<file path="src/hw/svwd_params.svh">
// timing counts, counter width and ratio multipliers for the supervisor watchdog block
`ifndef SVWD_PARAMS_SVH
`define SVWD_PARAMS_SVH

// ****************************************************************
// counter sizing and multipliers
// ****************************************************************
`define SVWD_CNT_W 32
`define SVWD_EXT_MULT 128
`define SVWD_RATIO_A 8
`define SVWD_RATIO_B 16
`define SVWD_RATIO_C 64

// ****************************************************************
// default cycle counts at 125 MHz (8 ns period)
// ****************************************************************
`define SVWD_CLK_NS 8
`define SVWD_RST_HOLD_NS 200000000
`define SVWD_RST_HOLD_CYC (`SVWD_RST_HOLD_NS / `SVWD_CLK_NS)
`define SVWD_WD_BASE_NS 100000000
`define SVWD_WD_BASE_CYC (`SVWD_WD_BASE_NS / `SVWD_CLK_NS)
`define SVWD_SLOW_NS 975000000
`define SVWD_SLOW_CYC (`SVWD_SLOW_NS / `SVWD_CLK_NS)

`endif

</file>
<file path="src/hw/svwd_pkg.sv">
// types shared by the supervisor watchdog block
package svwd_pkg;
	typedef enum logic [1:0] {
		SVWD_RST_ACTIVE,
		SVWD_RST_HOLD,
		SVWD_RUN
	} svwd_state_type;
endpackage

</file>
<file path="src/hw/svwd_sync.sv">
// two-flop synchroniser bank for asynchronous input pins
`timescale 1ns/1ns
module svwd_sync #(
	parameter int WIDTH = 1,
	parameter logic [WIDTH-1:0] INIT = '0
) (
	// clock and reset
	input wire logic mclk,
	input wire logic reset,
	// pins in, synchronised out
	input wire logic [WIDTH-1:0] asyncIn,
	output logic [WIDTH-1:0] syncOut
);
	logic [WIDTH-1:0] meta_ff;
	logic [WIDTH-1:0] sync_ff;

	// one generate per bit so each bit is its own two-stage chain
	for (genvar i = 0; i < WIDTH; i++) begin : g_bit
		always_ff @(posedge mclk) begin
			if (reset) begin
				meta_ff[i] <= INIT[i];
				sync_ff[i] <= INIT[i];
			end else begin
				meta_ff[i] <= asyncIn[i];
				sync_ff[i] <= meta_ff[i];
			end
		end
	end

	assign syncOut = sync_ff;
endmodule

</file>
<file path="src/hw/svwd_top.sv">
// supervisor: reset generator with single-timeout or windowed watchdog
//
// Operation
// RULE1: reset output low while supply low, monitored level low, or manual low.
// RULE2: after all causes clear, hold reset low one full timeout, then release.
// RULE3: any watchdog fault gives a reset pulse of exactly the timeout.
// RULE4: single variant: mode low normal, mode high period times 128.
// RULE5: single variant: mode input change clears the watchdog timer.
// RULE6: processor must kick with a falling edge within the period.
// RULE7: single variant: kick transition or asserted reset clears the timer.
// RULE8: single variant: zero period setting disables the watchdog.
// RULE9: windowed: kick interval below fast or above slow limit faults.
// RULE10: windowed: timer starts counting only after reset release.
// RULE11: windowed: valid kick clears and restarts; reset holds it cleared.
// RULE12: windowed: strap lo high and hi low disables the watchdog.
// RULE13: fast limit is slow limit over 8, 16 or 64 by straps.
// RULE14: windowed: kick edges ignored while reset is asserted.
// RULE15: windowed: any ratio strap change clears the watchdog timer.
// RULE16: timeout, basic period and slow limit are cycle-count inputs.
`timescale 1ns/1ns
`include "svwd_params.svh"
module svwd_top
	import svwd_pkg::*;
#(
	parameter bit WINDOWED = 1'b0
) (
	// clock and reset
	input wire logic mclk,
	input wire logic reset,
	// reset causes, comparator results from the analog side
	input wire logic supplyLow,
	input wire logic monLevelLow,
	input wire logic manual_rst_n,
	// watchdog pins
	input wire logic wd_kick_in,
	input wire logic wd_mode_select,
	input wire logic window_ratio_sel_lo,
	input wire logic window_ratio_sel_hi,
	// period settings in clock cycles, quasi-static
	input wire logic [`SVWD_CNT_W-1:0] rst_period_setting,
	input wire logic [`SVWD_CNT_W-1:0] wd_period_setting,
	// outputs
	output logic rst_n,
	output logic wdFault
);
	localparam int W = `SVWD_CNT_W;

	// ****************************************************************
	// pin synchronisation
	// ****************************************************************
	// supply-low cause starts out present so nothing releases before the chain fills
	logic [4:0] pinSync;
	svwd_sync #(.WIDTH(5), .INIT(5'h1c)) u_sync (
		.mclk(mclk),
		.reset(reset),
		.asyncIn({manual_rst_n, wd_kick_in, supplyLow, monLevelLow,
			wd_mode_select}),
		.syncOut(pinSync)
	);
	// ratio straps synchronised on their own so each keeps its meaning
	logic [1:0] strapSync;
	svwd_sync #(.WIDTH(2), .INIT(2'h0)) u_strap (
		.mclk(mclk),
		.reset(reset),
		.asyncIn({window_ratio_sel_hi, window_ratio_sel_lo}),
		.syncOut(strapSync)
	);

	logic mrN;
	logic kick;
	logic vLow;
	logic mLow;
	logic modeSel;
	assign mrN = pinSync[4];
	assign kick = pinSync[3];
	assign vLow = pinSync[2];
	assign mLow = pinSync[1];
	assign modeSel = pinSync[0];

	// ****************************************************************
	// history for edge and change detection
	// ****************************************************************
	logic kick_ff;
	logic mode_ff;
	logic [1:0] strap_ff;
	always_ff @(posedge mclk) begin
		if (reset) begin
			kick_ff <= 1'b1;
			mode_ff <= 1'b0;
			strap_ff <= 2'h0;
		end else begin
			kick_ff <= kick;
			mode_ff <= modeSel;
			strap_ff <= strapSync;
		end
	end

	logic kickFall;
	logic kickAny;
	logic modeChg;
	logic strapChg;
	assign kickFall = kick_ff & ~kick;
	assign kickAny = kick_ff ^ kick;
	assign modeChg = mode_ff ^ modeSel;
	assign strapChg = |(strap_ff ^ strapSync);

	// ****************************************************************
	// reset generator
	// ****************************************************************
	svwd_state_type state_ff;
	svwd_state_type nxt_state;
	logic [W-1:0] hold_ff;
	logic fault;
	logic cause;
	assign cause = vLow | mLow | ~mrN; // RULE1

	// causes dominate; a fault starts a fresh timeout from the run state
	always_comb begin
		nxt_state = state_ff;
		case (state_ff)
			SVWD_RST_ACTIVE: begin
				if (!cause) begin
					nxt_state = SVWD_RST_HOLD;
				end
			end
			SVWD_RST_HOLD: begin
				if (cause) begin
					nxt_state = SVWD_RST_ACTIVE;
				end else if (hold_ff + 32'h1 >= rst_period_setting) begin
					nxt_state = SVWD_RUN; // RULE2
				end
			end
			SVWD_RUN: begin
				if (cause) begin
					nxt_state = SVWD_RST_ACTIVE; // RULE1
				end else if (fault) begin
					nxt_state = SVWD_RST_HOLD; // RULE3
				end
			end
			default: nxt_state = SVWD_RST_ACTIVE;
		endcase
	end

	always_ff @(posedge mclk) begin
		if (reset) begin
			state_ff <= SVWD_RST_ACTIVE;
		end else begin
			state_ff <= nxt_state;
		end
	end

	// hold counter runs only in the hold state, so the pulse is one timeout
	always_ff @(posedge mclk) begin
		if (reset || state_ff != SVWD_RST_HOLD) begin
			hold_ff <= '0;
		end else begin
			hold_ff <= hold_ff + 32'h1; // RULE2 RULE3 RULE16
		end
	end

	logic rstN_ff;
	always_ff @(posedge mclk) begin
		if (reset) begin
			rstN_ff <= 1'b0;
		end else begin
			rstN_ff <= (nxt_state == SVWD_RUN);
		end
	end
	assign rst_n = rstN_ff;

	// ****************************************************************
	// watchdog timer
	// ****************************************************************
	logic running;
	assign running = (state_ff == SVWD_RUN) && rstN_ff; // RULE10 RULE14

	// single variant period: extended mode multiplies by 128; 40-bit math
	// avoids overflow, limit saturated to the counter width
	logic [W+7:0] limitWide;
	logic [W-1:0] slowLimit;
	logic [W-1:0] fastLimit;
	logic wdDisabled;
	always_comb begin
		limitWide = {8'h0, wd_period_setting};
		if (modeSel) begin
			limitWide = {1'b0, wd_period_setting, 7'h0}; // RULE4
		end
		slowLimit = (|limitWide[W+7:W]) ? '1 : limitWide[W-1:0];
		case (strapSync)
			2'b00: fastLimit = wd_period_setting >> 3; // RULE13
			2'b10: fastLimit = wd_period_setting >> 4; // RULE13
			2'b11: fastLimit = wd_period_setting >> 6; // RULE13
			default: fastLimit = '0;
		endcase
		if (WINDOWED) begin
			slowLimit = wd_period_setting; // RULE16
			wdDisabled = (strapSync == 2'b01); // RULE12
		end else begin
			wdDisabled = (wd_period_setting == '0); // RULE8
		end
	end

	logic clearTmr;
	assign clearTmr = WINDOWED ? (strapChg | kickFall) // RULE15 RULE11
		: (modeChg | kickAny); // RULE5 RULE7

	logic [W-1:0] wd_ff;
	// timer held at zero whenever reset is out or the watchdog is off
	always_ff @(posedge mclk) begin
		if (reset || !running || wdDisabled || clearTmr) begin
			wd_ff <= '0; // RULE7 RULE11
		end else if (wd_ff != '1) begin
			wd_ff <= wd_ff + 32'h1;
		end
	end

	// fault decode: windowed checks a kick arriving too early, both check
	// the timer reaching the slow limit; RULE6 is the processor's side
	always_comb begin
		fault = 1'b0;
		if (running && !wdDisabled) begin
			if (wd_ff + 32'h1 >= slowLimit && !(WINDOWED && kickFall)) begin
				fault = 1'b1; // RULE6 RULE9
			end
			if (WINDOWED && kickFall && !strapChg && wd_ff < fastLimit) begin
				fault = 1'b1; // RULE9
			end
		end
	end

	logic fault_ff;
	always_ff @(posedge mclk) begin
		if (reset) begin
			fault_ff <= 1'b0;
		end else begin
			fault_ff <= fault && !cause;
		end
	end
	assign wdFault = fault_ff;
endmodule

</file>
<file path="config.mk">
export PLATFORM = sky130hd
export DESIGN_NAME = svwd_top
export DESIGN_NICKNAME = d
export VERILOG_FILES = /design/src/hw/svwd_pkg.sv /design/src/hw/svwd_sync.sv /design/src/hw/svwd_top.sv
export VERILOG_INCLUDE_DIRS = /design/src /design/src/hw
export SDC_FILE = /design/constraint.sdc
export NUM_CORES = 1
export LEC_CHECK = 0
export BUFFER_PORTS_ARGS = -buffer_cell sky130_fd_sc_hd__buf_2
export CELL_PAD_IN_SITES_DETAIL_PLACEMENT = 1
export CELL_PAD_IN_SITES_GLOBAL_PLACEMENT = 2
export CORE_ASPECT_RATIO = 0.8
export CORE_MARGIN = 2
export CORE_UTILIZATION = 37
export DETAILED_ROUTE_END_ITERATION = 7
export PLACE_DENSITY_LB_ADDON = 0.08
export SYNTH_ARGS = -nofsm -noshare
export SYNTH_HDL_FRONTEND = slang
export SYNTH_SLANG_ARGS = --single-unit
</file>
<file path="constraint.sdc">
create_clock -name mclk -period 5 [get_ports mclk]
set_input_delay 0 -clock mclk [delete_from_list [all_inputs] [get_ports mclk]]
set_output_delay 0 -clock mclk [all_outputs]
set_load 0.01 [all_outputs]
</file>
## After elaboration in Yosys (flattened, before gate mapping)

Cells that the tools add are included.

| storage, ports and cells | value |
|---|---|
| bits of input ports | 73 |
| bits in read-only memories | 0 |
| bits in registers | 80 |
| word-level logic and storage cells | 55 |
| bits in writable memories | 0 |
| bits in latches | 0 |
| output and inout bits | 2 |
| memories kept | 0 |

| cells by class | value |
|---|---|
| $lt $le $gt $ge | 2 |
| eq/ne operators | 5 |
| muxes and demuxes | 10 |
| $mul | 0 |
| add/sub/neg operators | 2 |
| reduce and logical (&&, ||, !) cells | 13 |
| shift-type cells | 0 |
| divide/modulo/power cells | 0 |
| bitwise gates (word level) | 6 |

Operators with widths:

| operator | number |
|---|---|
| adder 32 x 1 -> 32 bit (second input constant) | 2 |
| >= comparator 32 bit | 2 |
| two-way mux 39 bit | 1 |
| logical NOT 32 bit | 1 |
| two-way mux 32 bit | 1 |
| != test 32 bit (second input constant) | 1 |
| two-way mux 2 bit | 5 |
| OR reduction 8 bit | 1 |
| one-hot mux 2 bit (3 select lines) | 1 |
| == test 2 bit (second input constant) | 2 |
| logical OR 1 bit | 4 |
| logical AND 1 bit | 3 |
| logical NOT 1 bit | 3 |
| OR 1 bit | 3 |
| == test 2 x 1 -> 1 bit (second input constant) | 1 |
| logical NOT 2 bit | 1 |
| two-way mux 1 bit | 2 |
| != test 2 x 1 -> 1 bit (second input constant) | 1 |
| XOR 1 bit | 2 |
| NOT 1 bit | 1 |

## Logic depth before layout (Yosys ltp)

| logic depth | value |
|---|---|
| depth in word-level cells | 10 |
| depth in mapped cells | 14 |
| gate-level depth less buffers | 13 |

## Hierarchy

From an unflattened synthesis, not the netlist that was laid out.

| second synthesis, totals | value |
|---|---|
| cell total of the unflattened synthesis | 683 |
| area, all modules | 5476.5 µm² |

By module, submodules not included:

| module | area each (µm²) | times used | cells each | seq. area each (µm²) |
|---|---|---|---|---|
| svwd_top | 5213.8 | 1 | 663 | 1401.3 |
| svwd_sync | 262.8 | 1 | 20 | 200.2 |

## Worst setup path before layout

Ideal clock, no wire load.

| timing path | value |
|---|---|
| path type | register -> register |
| from | register wd_ff[2] |
| to | register state_ff[0] |
| period minus slack after synthesis | 3269 ps |
| library setup time | 86 ps |
| path buffers | 1 |
| data arrival time | 3182 ps |
| path slack | 1731 ps |
| data required time | 4914 ps |
| cell stages (with the launch flop) | 14 |
| cell sequence | dfxtp_1 and4_1 buf_6 nand4_4 or3_1 or3_1 xor2_1 inv_1 ha_1 nand4_1 or3_1 nor4_1 a21oi_2 a221oi_2 |

| between the ends | value |
|---|---|
| cells in the longest elaborated chain, start to end | 7 |

RTL lines:

| element | line | source |
|---|---|---|
| from (decl) | svwd_top.sv:207 | `logic [W-1:0] wd_ff;` |
| from (signal assigned) | svwd_top.sv:213 | `wd_ff <= wd_ff + 32'h1;` |
| adder 32 x 1 -> 32 bit | svwd_top.sv:222 | `if (wd_ff + 32'h1 >= slowLimit && !(WINDOWED && kickFall)) begin` |
| >= comparator 32 bit | svwd_top.sv:222 |  |
| two-way mux 1 bit | svwd_top.sv:222 |  |
| two-way mux 1 bit | svwd_top.sv:221 | `if (running && !wdDisabled) begin` |
| two-way mux 2 bit | svwd_top.sv:136 | `end else if (fault) begin` |
| two-way mux 2 bit | svwd_top.sv:134 | `if (cause) begin` |
| one-hot mux 2 bit (3 select lines) | svwd_top.sv:120 | `case (state_ff)` |
| to (signal assigned) | svwd_top.sv:148 | `state_ff <= nxt_state;` |
| to (decl) | svwd_top.sv:110 | `svwd_state_type state_ff;` |

Every way passes these cells.
A chain may end at the register's enable or synchronous reset.

## Worst setup path after layout

Ends and elaborated chain as after synthesis.

==> metrics <==
global route overflow 0; max capacitance violation total 0; register area between 0.0015 and 0.002 mm^2; GRT busiest layer met2; count of cell types in the netlist 56; n_diodes 0; ys flop type dfxtp_1; TritonCTS Buffers 9; DPL Wire Length 12.4 mm; critical path type reg2reg; final core occ 44.3%; f_max 270 MHz; final std cells w/o fill 941; fin nets about 890; vias in the first global route 5179; global-route wire length before repair 25.8 mm; routability congestion estimate 0.839; number of synthesized flops with an enable pin 0; leading area contributor after synthesis dfxtp_1; TritonRoute pass-1 iters 4; Final Skew roughly 11 ps; Synth Net Count 817; status finished clean; syn_area_per_cell a little over 8 um^2; fraction of layout cells with a size suffix above 1 between 10% and 20%; met2 Resource Use GR 32.8%; Tmin final 3710 ps; Placed Area 0.00603 mm^2; initial antenna violation count 0; CTS tree built; number of port buffers 72; core area 0.0144 mm^2; clock root cell clkbuf_16; Post-Synthesis Cells roughly 680; GR Util met1 28.4%; critical path capture point type register; Worst EP required 5270 ps; total number of H-tree levels 3; Startpoint Class register; area added between synthesis and finish 15.8%; Clock Pin Slew Worst Setup and Hold Paths ~70 ps; WL per Instance between 15 and 20 um; Hold WC Path Type in2reg; DRC viols 0; Post-DRT Antenna Nets 0; YS warnings 0; Die X 141 um; Static Leak around 0.0031 uW; largest net degree at the start of global routing 42; synthesized area 0.00553 mm^2; PD cells 222 mW/mm^2; Rel. slew slack 25.9%; dpl cells 917; peak supply drop 0.000143 V; Final TNS setup 0 ps; leading cell types by count after synthesis 80 x dfxtp_1, 66 x ha_1, 66 x inv_1, 60 x nand2_1, 56 x nor2_1; # rows 39; Routed Wire Length 15.6 mm; crit path max fanout 7; multi-input logic area 0.00356 mm^2; met3 usage 3.47%; synthesis-stage register bit count 80; Finish-stage setup viols 0; clock tree buffer depth 2; Clock Latency Late Sink about 350 ps; RSZ-0062 raised after global routing no; DR vias about 5000; Resized Gates After CTS 0; Synth async-reset ratio 0%; io pins 75; design area 0.00640 mm^2; WP data arrival 3980 ps; Fin. Hold Viols 0; fill count 1781; Final Max Tran Viols 0; first-iteration detailed-routing DRC count between 200 and 250; Worst Tran Pin Value approximately 1100 ps; Die Area 0.0159 mm^2; CTS sink count 80; Total Routing Usage GR 20.5%; number of vias per cell 5.25; Final Cycle Share between 70% and 80%; sequential fraction of the synthesis area slightly below 30%; die height 113 um; post-synth top area share 29.0%; cell with the most instances after synthesis dfxtp_1; Starting Density between 30% and 40%; dominant cells by area after synthesis dfxtp_1 29%, ha_1 15%, xnor2_1 5.7%, inv_1 4.5%, nand2_1 4.1%
[timing repair]
item,4_1_cts,5_1_grt
buffers inserted,0,0
hold buffers,8,0
hold endpoints to repair,7,0
[stage by stage]
step	total power (uW)	hold slack (ps)	worst slack, ps
2_1_floorplan	706	71.6	1730
3_3_place_gp	756	183	1350
3_5_place_dp	762	187	1180
4_1_cts	1440	340	1310
5_1_grt	1480	371	1050
6_report	1420	358	1290
[layer usage]
metal  wire [um]  up-vias
met5           0        -
met4         201        0
met3         492       14
met2        6940       69
met1        8010     2381
li1            -     2476
[power by group]
part | switching (uW) | leakage [uW] | internal, uW
clock | 315 | 0.000147 | 353
combinational | 58.4 | 0.00231 | 48.4
sequential | 2.86 | 0.000647 | 641
[cell type report]
type	count	share of cell area (%)
Multi-Input combinational cell	511	55.6
Tap cell	184	3.60
Inverter	66	3.87
Sequential cell	80	25.0
Clock buffer	9	3.52
Clock inverter	7	1.08
Timing Repair Buffer	84	7.35
[state kept, by name (all words and copies together) (netlist names)]
signal / cells
wdFault: 1
mode_ff: 1
hold_ff: 32
state_ff: 2
kick_ff: 1
rst_n: 1
wd_ff: 32
u_sync.meta_ff: 5
u_sync.syncOut: 5
[worst paths after layout]
path / from / endpoint / slack, ps / depth (start not counted)
worst max-delay path: wd_ff[2] / state_ff[0] / 1290 / 12
worst min-delay path: manual_rst_n / u_sync.meta_ff[4] / 360 / 3
worst max register to register: wd_ff[2] / state_ff[0] / 1290 / 12
worst min register to register: u_sync.meta_ff[4] / u_sync.syncOut[4] / 410 / 1
[layout by cell type, fill, tap and decap left out, types with 6 or more instances in the layout]
cell / Yosys / routed
dfxtp_1: 80 / 80
buf_2: 4 / 72
inv_1: 66 / 66
ha_1: 66 / 66
nand2_1: 60 / 60
nor2_1: 56 / 56
o21ai_0: 37 / 37
a21oi_1: 37 / 37
xnor2_1: 36 / 36
nor2b_1: 35 / 35
xor2_1: 25 / 25
nand3_1: 21 / 21
nand4_1: 18 / 18
and3_1: 12 / 12
a21oi_2: 11 / 11
nor4_1: 9 / 9
clkbuf_16: 0 / 9
and4_1: 8 / 8
a21o_1: 8 / 8
dlygate4sd3_1: 0 / 8
or2_2: 7 / 7
nor3_1: 6 / 6
[critical path, cell delays in order (launching register included)]
cell,delay [ps]
dfxtp_1,390
and4_1,370
nand4_4,200
or3_1,400
or3_1,340
xor2_1,240
inv_1,80
ha_1,310
nand4_1,160
or3_1,400
nor4_1,310
a21oi_2,170
a221oi_2,270
[cell families after synthesis]
logic type | Yosys count | share of synthesized area [%]
xor gates and xnor gates | 61 | 9.67
buffers and inverters | 87 | 6.66
DFF | 80 | 29.0
and+or+nand+nor | 265 | 26.3
AOI/OAI and AO/OA | 117 | 13.1
adders and majority gates | 66 | 14.9
muxes | 2 | 0.362
No activity file was read; power rests on OpenSTA's default activity.
